<file path="config.mk">
export PLATFORM = sky130hd
export DESIGN_NAME = ssrp_core
export DESIGN_NICKNAME = d
export VERILOG_FILES = /design/src/ssrp_pkg.sv /design/src/ssrp_sync.sv /design/src/ssrp_tx_mux.sv /design/src/ssrp_core.sv
export SDC_FILE = /design/constraint.sdc
export NUM_CORES = 1
export LEC_CHECK = 0
export BUFFER_PORTS_ARGS = -buffer_cell sky130_fd_sc_hd__buf_2
export CORE_ASPECT_RATIO = 1.25
export CORE_UTILIZATION = 30
export DETAILED_ROUTE_END_ITERATION = 10
export GPL_ROUTABILITY_DRIVEN = 0
export GPL_TIMING_DRIVEN = 1
export MAX_ROUTING_LAYER = met4
export PLACE_DENSITY_LB_ADDON = 0.2
export SLEW_MARGIN = 10
export SYNTH_ARGS = -nofsm -noshare
export SYNTH_HDL_FRONTEND = slang
export SYNTH_SLANG_ARGS = --single-unit
export TNS_END_PERCENT = 50
</file>
<file path="constraint.sdc">
create_clock -name clk -period 2.6 [get_ports clk]
set_clock_uncertainty 0.15 [all_clocks]
set_input_delay 0.13 -clock clk [delete_from_list [all_inputs] [get_ports clk]]
set_output_delay 0.13 -clock clk [all_outputs]
set_load 0.1 [all_outputs]
</file>
<file path="src/ssrp_pkg.sv">
// ssrp_pkg: shared constants and types of the serial register port
package ssrp_pkg;

    // -------------------------------------------------------------------------
    // instruction geometry
    // -------------------------------------------------------------------------
    localparam int          INSTR_W   = 56;
    localparam int          HDR_W     = 24;
    localparam int          DATA_W    = 32;
    localparam int          CNT_W     = 6;
    localparam int          CMD_POS   = 55;
    localparam int          CHAN_HI   = 54;
    localparam int          CHAN_LO   = 53;
    localparam int          DEV_HI    = 52;
    localparam int          DEV_LO    = 48;
    localparam int          REG_HI    = 47;
    localparam int          REG_LO    = 32;
    localparam logic [5:0]  LAST_BIT  = 6'h37;
    localparam logic [5:0]  HDR_END   = 6'h18;
    localparam logic [4:0]  HDR_TOP   = 5'h17;

    // -------------------------------------------------------------------------
    // field encodings
    // -------------------------------------------------------------------------
    localparam logic        CMD_READ  = 1'h0;
    localparam logic        CMD_WRITE = 1'h1;
    localparam logic [1:0]  CHAN_0    = 2'h0;
    localparam logic [1:0]  CHAN_1    = 2'h1;

    // output timing control bit, reached at its own address on channel 0
    localparam logic [1:0]  FAST_CHAN = 2'h0;
    localparam logic [4:0]  FAST_DEV  = 5'h1E;
    localparam logic [15:0] FAST_REG  = 16'hFF00;
    localparam int          FAST_BIT  = 0;
    localparam logic        FAST_RST  = 1'h0;

    // synchroniser reset image: {sck, mosi, select_n}
    localparam logic [2:0]  PIN_RST   = 3'h1;

    // -------------------------------------------------------------------------
    // types
    // -------------------------------------------------------------------------
    typedef struct packed {
        logic [1:0]  chan;
        logic [4:0]  dev;
        logic [15:0] num;
        logic [31:0] data;
    } ssrp_req_t;

    typedef enum logic {SSRP_IDLE, SSRP_ACTIVE} ssrp_state_t;

endpackage : ssrp_pkg

</file>
<file path="src/ssrp_sync.sv">
// ssrp_sync: two-flop synchroniser for the port pins
`timescale 1ns/10ps
module ssrp_sync #(
    parameter int             WIDTH     = 3,
    parameter logic [WIDTH-1:0] RESET_VAL = '0
) (
    // clock and reset
    input  wire logic             clk,
    input  wire logic             rst_b,
    // pins and synchronised copy
    input  wire logic [WIDTH-1:0] din,
    output logic      [WIDTH-1:0] dout
);

    logic [WIDTH-1:0] meta_q;

    // -------------------------------------------------------------------------
    // two stages; the first is read only by the second
    // -------------------------------------------------------------------------
    always_ff @(posedge clk or negedge rst_b) begin
        if (!rst_b) begin
            meta_q <= RESET_VAL;
            dout   <= RESET_VAL;
        end else begin
            meta_q <= din;
            dout   <= meta_q;
        end
    end

endmodule : ssrp_sync

</file>
<file path="src/ssrp_tx_mux.sv">
// ssrp_tx_mux: selects the outgoing serial bit of the current instruction
`timescale 1ns/10ps
module ssrp_tx_mux
    import ssrp_pkg::*;
(
    // echo of the previous instruction
    input  wire logic [HDR_W-1:0]  hdr,
    input  wire logic [DATA_W-1:0] dataHold,
    // command of the instruction now shifting
    input  wire logic              curCmd,
    // bit position, 0 = bit 55
    input  wire logic [CNT_W-1:0]  idx,
    // selected bit
    output logic                   txBit
);

    logic [DATA_W-1:0]  dataSel;
    logic [INSTR_W-1:0] word;

    // -------------------------------------------------------------------------
    // data field: write data after a write, fetched data between reads,
    // zeros when a write follows a read
    // -------------------------------------------------------------------------
    always_comb begin
        if (hdr[HDR_W-1] == CMD_WRITE) begin
            dataSel = dataHold;
        end else if (curCmd == CMD_WRITE) begin
            dataSel = '0;
        end else begin
            dataSel = dataHold;
        end
        word  = {hdr, dataSel};
        txBit = word[LAST_BIT - idx];
    end

endmodule : ssrp_tx_mux

</file>
<file path="src/ssrp_core.sv">
// ssrp_core: serial register port, shift logic, fetch and output timing
//
// Behaviour
// - select low enables the port; high ignores the bus and floats data out.
// - data in is sampled on every serial clock rising edge, either mode.
// - each instruction is 56 bits: command, 23 address bits, 32 data bits.
// - bits travel most significant first, bit 55 to bit 0, both directions.
// - bit 55 command, 54:53 channel, 52:48 group, 47:32 register, 31:0 data.
// - channel 00 and 01 are valid; 10 and 11 select nothing.
// - a write stores its data; read data bits are clocked in and ignored.
// - reads are pipelined; fetched data goes out during the following read.
// - back-to-back reads each carry a new address, without limit.
// - command and address positions echo the previous instruction.
// - after a write, the data field echoes that write's data.
// - a write following a read shows zeros in the data field.
// - unimplemented bits and invalid addresses read as zero.
// - every read fetches its register, clearing clear-on-read registers.
// - default mode changes data out on serial clock falling edges.
// - fast mode changes data out on rising edges; sampling unchanged.
// - the fast-timing bit is written through this port in either mode.
`timescale 1ns/10ps
module ssrp_core
    import ssrp_pkg::*;
(
    // clock and reset
    input  wire logic        clk,
    input  wire logic        rst_b,
    // serial pins
    input  wire logic        sck,
    input  wire logic        mosi,
    input  wire logic        port_select_n,
    output logic             misoOut,
    output logic             misoOe,
    // output timing control
    output logic             fastMode,
    // internal register access
    output ssrp_req_t        regReq,
    output logic             regWrStb,
    output logic             regRdStb,
    input  wire logic [31:0] regRdData,
    input  wire logic        regRdHit
);

    // -------------------------------------------------------------------------
    // declarations
    // -------------------------------------------------------------------------
    logic [2:0]         pinSync;
    logic               sckS;
    logic               mosiS;
    logic               selS;
    logic               sckPrev_q;
    logic               sckRise;
    logic               sckFall;
    logic               selEnd;
    ssrp_state_t        state_q;
    logic               stActive;
    logic [CNT_W-1:0]   rxCount_q;
    logic [INSTR_W-2:0] rxShift_q;
    logic [INSTR_W-1:0] rxWord;
    logic               done;
    logic               curCmd_q;
    logic               seenRise_q;
    logic               outAdv;
    logic [CNT_W-1:0]   outIdx_q;
    logic [HDR_W-1:0]   hdr_q;
    logic [DATA_W-1:0]  dataHold_q;
    logic               fastMode_q;
    logic               txBit;
    logic               misoOut_q;
    logic               misoOe_q;
    logic               outLoad_q;
    ssrp_req_t          regReq_q;
    logic               wrStb_q;
    logic               rdStb_q;
    logic               wordIsWr;
    logic               wordChOk;
    logic               wordFast;

    // -------------------------------------------------------------------------
    // address decode helpers
    // -------------------------------------------------------------------------
    // channel codes 10 and 11 reach no register
    function automatic logic chanValid(input logic [1:0] ch);
        chanValid = (ch == CHAN_0) || (ch == CHAN_1);
    endfunction : chanValid

    // the timing control bit lives at a fixed address of its own
    function automatic logic isFastAddr(input logic [HDR_W-2:0] a);
        isFastAddr = (a[22:21] == FAST_CHAN) && (a[20:16] == FAST_DEV)
                     && (a[15:0] == FAST_REG);
    endfunction : isFastAddr

    // -------------------------------------------------------------------------
    // pin synchronisers and edge detection
    // -------------------------------------------------------------------------
    ssrp_sync #(
        .WIDTH     (3),
        .RESET_VAL (PIN_RST)
    ) u_sync (
        .clk   (clk),
        .rst_b (rst_b),
        .din   ({sck, mosi, port_select_n}),
        .dout  (pinSync)
    );

    assign sckS  = pinSync[2];
    assign mosiS = pinSync[1];
    assign selS  = ~pinSync[0];

    // previous serial clock level, for edge finding
    always_ff @(posedge clk or negedge rst_b) begin
        if (!rst_b) begin
            sckPrev_q <= 1'h0;
        end else begin
            sckPrev_q <= sckS;
        end
    end

    assign sckRise  = sckS & ~sckPrev_q;
    assign sckFall  = ~sckS & sckPrev_q;
    assign stActive = (state_q == SSRP_ACTIVE);
    assign selEnd   = stActive & ~selS;

    // -------------------------------------------------------------------------
    // select state: edges seen while deselected are dropped
    // -------------------------------------------------------------------------
    always_ff @(posedge clk or negedge rst_b) begin
        if (!rst_b) begin
            state_q <= SSRP_IDLE;
        end else begin
            unique case (state_q)
                SSRP_IDLE:   if (selS) state_q <= SSRP_ACTIVE;
                SSRP_ACTIVE: if (!selS) state_q <= SSRP_IDLE;
            endcase
        end
    end

    // -------------------------------------------------------------------------
    // receive shifter: 56 rising edges make one instruction
    // -------------------------------------------------------------------------
    assign done   = stActive & selS & sckRise & (rxCount_q == LAST_BIT);
    assign rxWord = {rxShift_q, mosiS};

    always_ff @(posedge clk or negedge rst_b) begin
        if (!rst_b) begin
            rxCount_q <= '0;
            rxShift_q <= '0;
        end else if (!stActive || !selS) begin
            rxCount_q <= '0;
        end else if (sckRise) begin
            rxShift_q <= {rxShift_q[INSTR_W-3:0], mosiS};
            if (rxCount_q == LAST_BIT) begin
                rxCount_q <= '0;
            end else begin
                rxCount_q <= rxCount_q + 6'h01;
            end
        end
    end

    // command of the instruction now shifting, known after its first edge
    always_ff @(posedge clk or negedge rst_b) begin
        if (!rst_b) begin
            curCmd_q <= CMD_READ;
        end else if (stActive && selS && sckRise && rxCount_q == '0) begin
            curCmd_q <= mosiS;
        end
    end

    // -------------------------------------------------------------------------
    // instruction decode
    // -------------------------------------------------------------------------
    assign wordIsWr = (rxWord[CMD_POS] == CMD_WRITE);
    assign wordChOk = chanValid(rxWord[CHAN_HI:CHAN_LO]);
    assign wordFast = isFastAddr(rxWord[CHAN_HI:REG_LO]);

    // echo header: command and address of the last whole instruction
    always_ff @(posedge clk or negedge rst_b) begin
        if (!rst_b) begin
            hdr_q <= '0;
        end else if (done) begin
            hdr_q <= rxWord[INSTR_W-1:DATA_W];
        end
    end

    // request to the register file; reserved channels raise no strobe
    always_ff @(posedge clk or negedge rst_b) begin
        if (!rst_b) begin
            regReq_q <= '0;
            wrStb_q  <= 1'h0;
            rdStb_q  <= 1'h0;
        end else begin
            wrStb_q <= done & wordIsWr & wordChOk & ~wordFast;
            rdStb_q <= done & ~wordIsWr & wordChOk & ~wordFast;
            if (done) begin
                regReq_q.chan <= rxWord[CHAN_HI:CHAN_LO];
                regReq_q.dev  <= rxWord[DEV_HI:DEV_LO];
                regReq_q.num  <= rxWord[REG_HI:REG_LO];
                regReq_q.data <= rxWord[DATA_W-1:0];
            end
        end
    end

    // data for the next instruction's data field
    always_ff @(posedge clk or negedge rst_b) begin
        if (!rst_b) begin
            dataHold_q <= '0;
        end else if (done && wordIsWr) begin
            dataHold_q <= rxWord[DATA_W-1:0];
        end else if (done && wordFast) begin
            dataHold_q <= {{(DATA_W-1){1'b0}}, fastMode_q};
        end else if (done && !wordChOk) begin
            dataHold_q <= '0;
        end else if (rdStb_q) begin
            dataHold_q <= regRdHit ? regRdData : '0;
        end
    end

    // timing control bit, writable in either mode
    always_ff @(posedge clk or negedge rst_b) begin
        if (!rst_b) begin
            fastMode_q <= FAST_RST;
        end else if (done && wordIsWr && wordFast) begin
            fastMode_q <= rxWord[FAST_BIT];
        end
    end

    // -------------------------------------------------------------------------
    // output position: advances on the edge that the timing mode names
    // -------------------------------------------------------------------------
    // a falling edge before any rising edge (clock idling high) is no shift
    always_ff @(posedge clk or negedge rst_b) begin
        if (!rst_b) begin
            seenRise_q <= 1'h0;
        end else if (!stActive) begin
            seenRise_q <= 1'h0;
        end else if (sckRise) begin
            seenRise_q <= 1'h1;
        end
    end

    assign outAdv = fastMode_q ? sckRise : (sckFall & seenRise_q);

    always_ff @(posedge clk or negedge rst_b) begin
        if (!rst_b) begin
            outIdx_q <= '0;
        end else if (!stActive || !selS) begin
            outIdx_q <= '0;
        end else if (outAdv) begin
            if (outIdx_q == LAST_BIT) begin
                outIdx_q <= '0;
            end else begin
                outIdx_q <= outIdx_q + 6'h01;
            end
        end
    end

    ssrp_tx_mux u_mux (
        .hdr      (hdr_q),
        .dataHold (dataHold_q),
        .curCmd   (curCmd_q),
        .idx      (outIdx_q),
        .txBit    (txBit)
    );

    // registered pin drive; loaded at select and as the position moves, never mid-bit
    always_ff @(posedge clk or negedge rst_b) begin
        if (!rst_b) begin
            misoOut_q <= 1'h0;
            misoOe_q  <= 1'h0;
            outLoad_q <= 1'h0;
        end else begin
            misoOe_q  <= stActive & selS;
            outLoad_q <= outAdv;
            misoOut_q <= !(stActive && selS) ? 1'h0
                         : (!misoOe_q || outLoad_q) ? txBit : misoOut_q;
        end
    end

    assign misoOut  = misoOut_q;
    assign misoOe   = misoOe_q;
    assign fastMode = fastMode_q;
    assign regReq   = regReq_q;
    assign regWrStb = wrStb_q;
    assign regRdStb = rdStb_q;

    // -------------------------------------------------------------------------
    // assertions
    // -------------------------------------------------------------------------
    logic hdrBitExp;
    logic dataBitExp;
    assign hdrBitExp  = hdr_q[5'(HDR_TOP - outIdx_q[4:0])];
    assign dataBitExp = dataHold_q[5'(LAST_BIT - outIdx_q)];
endmodule : ssrp_core

</file>
==> metrics.txt, run 1 <==
# TYPE chip_impl_metric gauge
chip_impl_metric{name="slew_hr",unit=""} 0.496
chip_impl_metric{name="tritoncts.num_buffers",unit=""} 17
chip_impl_metric{name="ys_async_sr_fraction",unit=""} 1.00
chip_impl_metric{name="timing.hold.ws",unit="ps"} 143
chip_impl_metric{name="vdd_ir_drop_max",unit="uV"} 416
chip_impl_metric{name="wire_length_of_the_first_global_routing_pass",unit="um"} 30300
chip_impl_info{name="type_of_element_capturing_the_critical_path",value="flip-flop"} 1
chip_impl_metric{name="p_seq_frac",unit=""} 0.515
chip_impl_metric{name="num_vias",unit=""} 5273
chip_impl_metric{name="postRouteWirelength",unit="um"} 18400
chip_impl_metric{name="drive_gt1_frac",unit=""} 0.374
chip_impl_metric{name="first_global_vias",unit=""} 5720
chip_impl_metric{name="detail_routed_via_count_per_cell",unit=""} 4.77
chip_impl_metric{name="die_height",unit="um"} 183
chip_impl_metric{name="max_cap_viol_count",unit=""} 0
chip_impl_metric{name="path_clk_slew",unit="ps"} 60
chip_impl_metric{name="drt_iter0_drc",unit=""} 186
chip_impl_metric{name="yosys_warnings",unit=""} 0
chip_impl_metric{name="achievable-frequency",unit="MHz"} 452
chip_impl_metric{name="worst_skew_pair.late_latency",unit="ps"} 420
chip_impl_info{name="mostFrequentLayoutCell",value="dfrtp_1"} 1
chip_impl_info{name="cts_root_buffer",value="clkbuf_16"} 1
chip_impl_metric{name="area_occupied_by_multi_input_gates",unit="mm2"} 0.00319
chip_impl_metric{name="critPathArrivalTime",unit="ps"} 2390
chip_impl_metric{name="avgRoutedWirePerCell",unit="um"} 16.7
chip_impl_metric{name="netlist-cell-type-count",unit=""} 54
chip_impl_info{name="crit_path_start_kind",value="flip-flop"} 1
chip_impl_info{name="crit_path_cell_trace",value="nor4b_2, nand4_2, o211a_4, o21ai_4, buf_4, a2bb2oi_1"} 1
chip_impl_metric{name="ctsHtreeMaxLevel",unit=""} 4
chip_impl_metric{name="synth_top_cell_area_share",unit=""} 0.536
chip_impl_metric{name="postLayoutSetupSlackWorst",unit="ps"} 386
chip_impl_metric{name="timing.critical_path.required",unit="ps"} 2780
chip_impl_metric{name="cts-resized-gates",unit=""} 0
chip_impl_metric{name="drt_drc_violations_left",unit=""} 0
chip_impl_metric{name="place.detailed.hpwl",unit="um"} 12800
chip_impl_info{name="timing.setup.critical_path_class",value="reg -> reg"} 1
chip_impl_metric{name="rows",unit=""} 66
chip_impl_metric{name="route.antenna.remaining_nets",unit=""} 0
chip_impl_info{name="worst_path_cell_with_the_longest_stage_delay",value="o211a_4"} 1
chip_impl_info{name="yosys_most_used_dff",value="dfrtp_1"} 1
chip_impl_metric{name="setup-tns-final",unit="ps"} 0
chip_impl_metric{name="share_clk_of_total_power",unit=""} 0.440
chip_impl_metric{name="coreArea",unit="mm2"} 0.0259
chip_impl_metric{name="area_growth_synth_to_finish",unit="%"} 20.2
chip_impl_metric{name="sequential_cell_area",unit="mm2"} 0.00428
chip_impl_info{name="holdCritPathClass",value="in -> async"} 1
chip_impl_metric{name="power.net_switching",unit="mW"} 1.20
chip_impl_metric{name="synth_cells",unit=""} 645
chip_impl_metric{name="mappedNetlistArea",unit="mm2"} 0.00789
chip_impl_info{name="rsz_0062_raised_after_global_routing",value="no"} 1
chip_impl_metric{name="port_buffers",unit=""} 97
chip_impl_metric{name="tritoncts_num_sinks",unit=""} 171
chip_impl_metric{name="layout_worst_path_cycle_share",unit=""} 0.851
chip_impl_metric{name="cts_setup_buffers",unit=""} 0
chip_impl_metric{name="fp.dieW",unit="um"} 147
chip_impl_metric{name="drt_pass1_iterations",unit=""} 4
chip_impl_metric{name="synth.yosys.seq_area_share",unit=""} 0.543
chip_impl_metric{name="p_comb_frac",unit=""} 0.045
chip_impl_metric{name="internal-power",unit="mW"} 4.13
chip_impl_metric{name="timing.final.max_slew_violations",unit=""} 0
chip_impl_info{name="ys_top_cells_by_area",value="dfrtp_1 54%, mux2_2 15%, nand2_1 5.3%, mux4_2 4.0%, a2bb2oi_1 3.0%"} 1
chip_impl_metric{name="synth.ff_latch_count",unit=""} 171
chip_impl_metric{name="cpPeakStageDelay",unit="ps"} 430
chip_impl_metric{name="minimum_period_implied_by_the_final_worst_setup_slack",unit="ps"} 2210
chip_impl_metric{name="die-area",unit="mm2"} 0.0269
chip_impl_metric{name="largest_fanout_on_the_critical_path",unit=""} 33
chip_impl_metric{name="globalRouteOverflowTotal",unit=""} 0
chip_impl_metric{name="fill_count",unit=""} 2609
chip_impl_metric{name="netSwitchingFraction",unit=""} 0.226
chip_impl_metric{name="hold_viol_final",unit=""} 0
chip_impl_metric{name="setup_viol_count_final",unit=""} 0
chip_impl_metric{name="final_net_count",unit=""} 796
chip_impl_metric{name="worst-slew-pin-transition",unit="ps"} 757
chip_impl_metric{name="maximum_number_of_pins_on_one_net_before_global_route_repair",unit=""} 72
chip_impl_info{name="status",value="complete, no violations"} 1
chip_impl_metric{name="grt_use_total",unit=""} 0.150
chip_impl_metric{name="start_util",unit=""} 0.304
chip_impl_metric{name="floorplan.io_pins",unit=""} 98
chip_impl_metric{name="synth_edf_count",unit=""} 0
chip_impl_metric{name="ctsHoldBuffers",unit=""} 35
chip_impl_metric{name="synth_nets",unit=""} 689
chip_impl_metric{name="synthesis.area_per_instance",unit="um2"} 12.2
chip_impl_info{name="final_cell_mix",value="169 x dfrtp_1, 111 x nand2_1, 108 x mux2_2"} 1
chip_impl_info{name="yosysTopAreaCell",value="dfrtp_1"} 1
chip_impl_metric{name="leakage",unit="nW"} 4.58
chip_impl_metric{name="initial_antenna_violation_count",unit=""} 0
chip_impl_metric{name="cts-root-to-sink-buffers",unit=""} 2
chip_impl_info{name="tritoncts",value="yes"} 1
chip_impl_metric{name="inserted_diodes",unit=""} 0
chip_impl_metric{name="pre_cts_slack",unit="ps"} 369
chip_impl_metric{name="power_density_relative_to_cell_area",unit="mW/mm2"} 562
[power groups by stage]
| stage | clock network (mW) | registers [mW] | logic [mW] |
|---|---|---|---|
| final | 2.35 | 2.75 | 0.238 |
| after global routing | 2.54 | 2.75 | 0.270 |
| after CTS | 2.42 | 2.75 | 0.245 |
| after detailed placement | 0 | 2.80 | 0.204 |
| after global placement | 0 | 2.79 | 0.199 |
| after floorplan | 0 | 2.79 | 0.0838 |
[worst max-delay path: cells and delay by family, from the launching register on]
| family | cells | cell delay, ps |
|---|---|---|
| AO/OA/AOI/OAI | 3 | 800 |
| AND/OR/NAND/NOR | 2 | 520 |
| flip-flops | 1 | 410 |
| buffers and inverters | 1 | 240 |
[layer usage]
| layer | global-route usage | up-vias | routed length [um] |
|---|---|---|---|
| met3 | 0.0221 | 21 | 419 |
| met5 | - | - | 0 |
| met4 | 0.0544 | 0 | 303 |
| met2 | 0.257 | 91 | 9500 |
| li1 | - | 2472 | - |
| met1 | 0.178 | 2689 | 8210 |
[registers in the layout, indices dropped and copies added (netlist names)]
register / count
seenRise_q: 1
regRdStb: 1
dataHold_q: 32
misoOut: 1
regWrStb: 1
hdr_q: 24
outIdx_q: 6
misoOe: 1
fastMode: 1
outLoad_q: 1
regReq: 32
stActive: 1
u_sync.dout: 3
curCmd_q: 1
rxShift_q: 55
sckPrev_q: 1
rxCount_q: 6
u_sync.meta_q: 3
[metrics by stage]
step / util / std cells / area, um2 / total power, mW
6_report: 0.366 / 1105 / 9480 / 5.33
5_1_grt: 0.366 / 1105 / 9480 / 5.56
4_1_cts: 0.366 / 1105 / 9480 / 5.41
3_5_place_dp: 0.331 / 1038 / 8590 / 3.00
3_3_place_gp: 0.331 / 1038 / 8590 / 2.99
2_1_floorplan: - / 645 / 7890 / 2.87
[area by class of cell]
cell class	count	area share
Inverter	10	0.00396
Sequential cell	171	0.452
Tap cell	340	0.0449
Clock inverter	13	0.0112
Multi-Input combinational cell	402	0.337
Timing Repair Buffer	150	0.106
Clock buffer	19	0.0457
[final timing paths]
kind / cells after the start / end / slack (ps) / startpoint
setup / recovery: 6 / dataHold_q[16] / 390 / rxShift_q[53]
hold reg to reg: 0 / u_sync.dout[1] / 200 / u_sync.meta_q[1]
max in group asynchronous: 3 / regReq[23] / 1350 / rst_b
setup reg to reg: 6 / dataHold_q[16] / 390 / rxShift_q[53]
hold / removal: 2 / regReq[0] / 140 / rst_b
min in group clk: 0 / u_sync.dout[1] / 200 / u_sync.meta_q[1]
[Yosys cell counts, drive strengths merged (2+ instances only)]
library cell	instances
dfrtp	169
nand2	111
mux2	108
buf	46
o21ai	43
a2bb2oi	31
clkbuf	16
nor2	16
mux4	14
inv	10
a21oi	9
mux2i	9
nand3	7
ha	6
nand4	6
nand2b	3
nor2b	3
nor3	3
a31oi	2
and3	2
and4b	2
and4bb	2
dfstp	2
nor4	2
nor4b	2
o211a	2
or3b	2
xnor2	2
[logic make-up (layout without fill, tap and decap cells)]
| kind of cell | count (synthesis) | after routing | share of synthesized area |
|---|---|---|---|
| xor+xnor | 3 | 3 | 0.00333 |
| fa+ha+maj | 6 | 6 | 0.00952 |
| flops | 171 | 171 | 0.543 |
| compound gates | 95 | 95 | 0.0862 |
| simple gates | 167 | 167 | 0.0992 |
| mux | 131 | 131 | 0.206 |
| buf+inv | 72 | 192 | 0.0532 |
No activity file was read; power rests on OpenSTA's default activity.
==> run 2: changes to the inputs <==
PLACE_DENSITY_LB_ADDON = default   (was 0.2)
==> run 2 against run 1 <==
- count of clock-buffer cells in the layout decreased by 1
- largest power group unchanged
- clock power is 9.4% higher
- worst setup slack gained 16 ps
- largest cell class unchanged
- total power grew 4.2%
- wire length fell by 1.2%
- fmax increased by 0.72%
==> metrics.txt, run 2 (synthesized netlist as in run 1, its figures left out) <==
# TYPE chip_impl_metric gauge
chip_impl_info{name="status",value="complete, no violations"} 1
chip_impl_metric{name="die_height",unit="um"} 183
chip_impl_metric{name="wl_met1",unit="um"} 7950
chip_impl_metric{name="globalRouteOverflowTotal",unit=""} 0
chip_impl_metric{name="initial_antenna_violation_count",unit=""} 0
chip_impl_info{name="rsz_0062_raised_after_global_routing",value="no"} 1
chip_impl_info{name="largest_register",value="rxShift_q"} 1
chip_impl_metric{name="minimum_period_implied_by_the_final_worst_setup_slack",unit="ps"} 2200
chip_impl_metric{name="drt_drc_violations_left",unit=""} 0
chip_impl_metric{name="tritoncts_num_sinks",unit=""} 171
chip_impl_metric{name="cts-root-to-sink-buffers",unit=""} 2
chip_impl_info{name="holdCritPathClass",value="in -> async"} 1
chip_impl_metric{name="setup_viol_count_final",unit=""} 0
chip_impl_metric{name="timing.hold.ws",unit="ps"} 129
chip_impl_metric{name="fp.dieW",unit="um"} 147
chip_impl_metric{name="largest_fanout_on_the_critical_path",unit=""} 33
chip_impl_metric{name="drt_iter0_drc",unit=""} 221
chip_impl_metric{name="ctsHtreeMaxLevel",unit=""} 4
chip_impl_metric{name="inserted_diodes",unit=""} 0
chip_impl_metric{name="critPathArrivalTime",unit="ps"} 2390
chip_impl_metric{name="grt_use_total",unit=""} 0.147
chip_impl_metric{name="ctsHoldBuffers",unit=""} 35
chip_impl_metric{name="vdd_ir_drop_max",unit="uV"} 413
chip_impl_metric{name="timing.final.max_slew_violations",unit=""} 0
chip_impl_metric{name="avgRoutedWirePerCell",unit="um"} 16.5
chip_impl_metric{name="route.antenna.remaining_nets",unit=""} 0
chip_impl_info{name="dr.max_layer_used",value="met4"} 1
chip_impl_metric{name="die-area",unit="mm2"} 0.0269
chip_impl_metric{name="wl_met2",unit="um"} 9180
chip_impl_metric{name="maximum_number_of_pins_on_one_net_before_global_route_repair",unit=""} 66
chip_impl_info{name="final_cell_mix",value="169 x dfrtp_1, 111 x nand2_1, 108 x mux2_2"} 1
chip_impl_metric{name="tritoncts.num_buffers",unit=""} 17
chip_impl_metric{name="cts-resized-gates",unit=""} 0
chip_impl_info{name="mostFrequentLayoutCell",value="dfrtp_1"} 1
chip_impl_metric{name="first_global_vias",unit=""} 5498
chip_impl_metric{name="timing.critical_path.required",unit="ps"} 2790
chip_impl_metric{name="final_net_count",unit=""} 797
chip_impl_metric{name="achievable-frequency",unit="MHz"} 455
chip_impl_metric{name="number_of_flip_flops_under_the_largest_register_name",unit=""} 55
chip_impl_metric{name="drt_pass1_iterations",unit=""} 4
chip_impl_metric{name="postRouteWirelength",unit="um"} 18200
chip_impl_metric{name="cts_setup_buffers",unit=""} 0
chip_impl_info{name="type_of_element_capturing_the_critical_path",value="flip-flop"} 1
chip_impl_info{name="timing.setup.critical_path_class",value="reg -> reg"} 1
chip_impl_metric{name="path_clk_slew",unit="ps"} 70
chip_impl_metric{name="start_util",unit=""} 0.304
chip_impl_metric{name="rows",unit=""} 66
chip_impl_metric{name="floorplan.io_pins",unit=""} 98
chip_impl_metric{name="leakage",unit="nW"} 4.61
chip_impl_metric{name="setup-tns-final",unit="ps"} 0
chip_impl_metric{name="worst-slew-pin-transition",unit="ps"} 642
chip_impl_metric{name="routed-wl-met3",unit="um"} 625
chip_impl_metric{name="worst_skew_pair.late_latency",unit="ps"} 430
chip_impl_metric{name="num_vias",unit=""} 5284
chip_impl_metric{name="fill_count",unit=""} 2578
chip_impl_info{name="cts_root_buffer",value="clkbuf_16"} 1
chip_impl_metric{name="wire_length_of_the_first_global_routing_pass",unit="um"} 29900
chip_impl_metric{name="layout_worst_path_cycle_share",unit=""} 0.845
chip_impl_metric{name="max_cap_viol_count",unit=""} 0
chip_impl_metric{name="area_growth_synth_to_finish",unit="%"} 21.1
chip_impl_metric{name="power_density_relative_to_cell_area",unit="mW/mm2"} 581
chip_impl_metric{name="slew_hr",unit=""} 0.572
chip_impl_metric{name="detail_routed_via_count_per_cell",unit=""} 4.78
chip_impl_metric{name="coreArea",unit="mm2"} 0.0259
chip_impl_metric{name="port_buffers",unit=""} 97
chip_impl_metric{name="hold_viol_final",unit=""} 0
chip_impl_info{name="crit_path_start_kind",value="flip-flop"} 1
chip_impl_info{name="tritoncts",value="yes"} 1
chip_impl_metric{name="drive_gt1_frac",unit=""} 0.377
chip_impl_metric{name="place.detailed.hpwl",unit="um"} 12400
## run 2: changes by cell type in the layout (fill, tap and decap cells not counted), sizes merged
cell / change
clkinvlp: -2
bufinv: +1
buf: +1
clkbuf: -1
inv: +8
clkinv: -6
## run 2: final timing paths
check / startpoint / end / slack [ps] / cells after the start
setup reg to reg: rxShift_q[35] / dataHold_q[15] / 400 / 6
hold / removal: rst_b / rxShift_q[4] / 130 / 2
hold reg to reg: u_sync.meta_q[1] / u_sync.dout[1] / 200 / 0
min in group clk: regRdHit / dataHold_q[11] / 190 / 5
setup / recovery: rxShift_q[35] / dataHold_q[15] / 400 / 6
max in group asynchronous: rst_b / u_sync.dout[0] / 1400 / 3
## run 2: power breakdown
group | switching (mW) | total, mW | internal (mW)
combinational | 0.130 | 0.243 | 0.113
sequential | 0.0394 | 2.74 | 2.70
clock | 1.11 | 2.57 | 1.46
total | 1.27 | 5.55 | 4.28
## run 2: critical path, cell delays in order (launching register included)
cell and delay, ps:
dfrtp_1 420, nor3_1 290, nand4_2 220, o211a_4 420, o21ai_4 190, buf_12 210, a2bb2oi_1 190
## run 2: metrics by stage
step	power, mW	utilization	cells	worst slack, ps	area [um2]
after detailed placement	3.00	0.332	1039	417	8610
final	5.55	0.368	1106	402	9550
after global routing	5.75	0.368	1106	255	9550
after global placement	3.00	0.332	1039	441	8610
after floorplan	2.87	-	645	298	7890
after CTS	5.63	0.368	1106	395	9550
## run 2: final cells by class
class,instances,area [um2],area share
Clock buffer,18,439,0.0460
Clock inverter,14,154,0.0161
Inverter,10,37.5,0.00393
Multi-Input combinational cell,402,3190,0.334
Sequential cell,171,4280,0.448
Tap cell,340,425,0.0445
Timing Repair Buffer,151,1020,0.107
## run 2: per-layer routing
layer	track usage	vias up
met5	-	-
met4	0.0635	0
met3	0.0271	31
met2	0.243	110
met1	0.177	2665
li1	-	2478
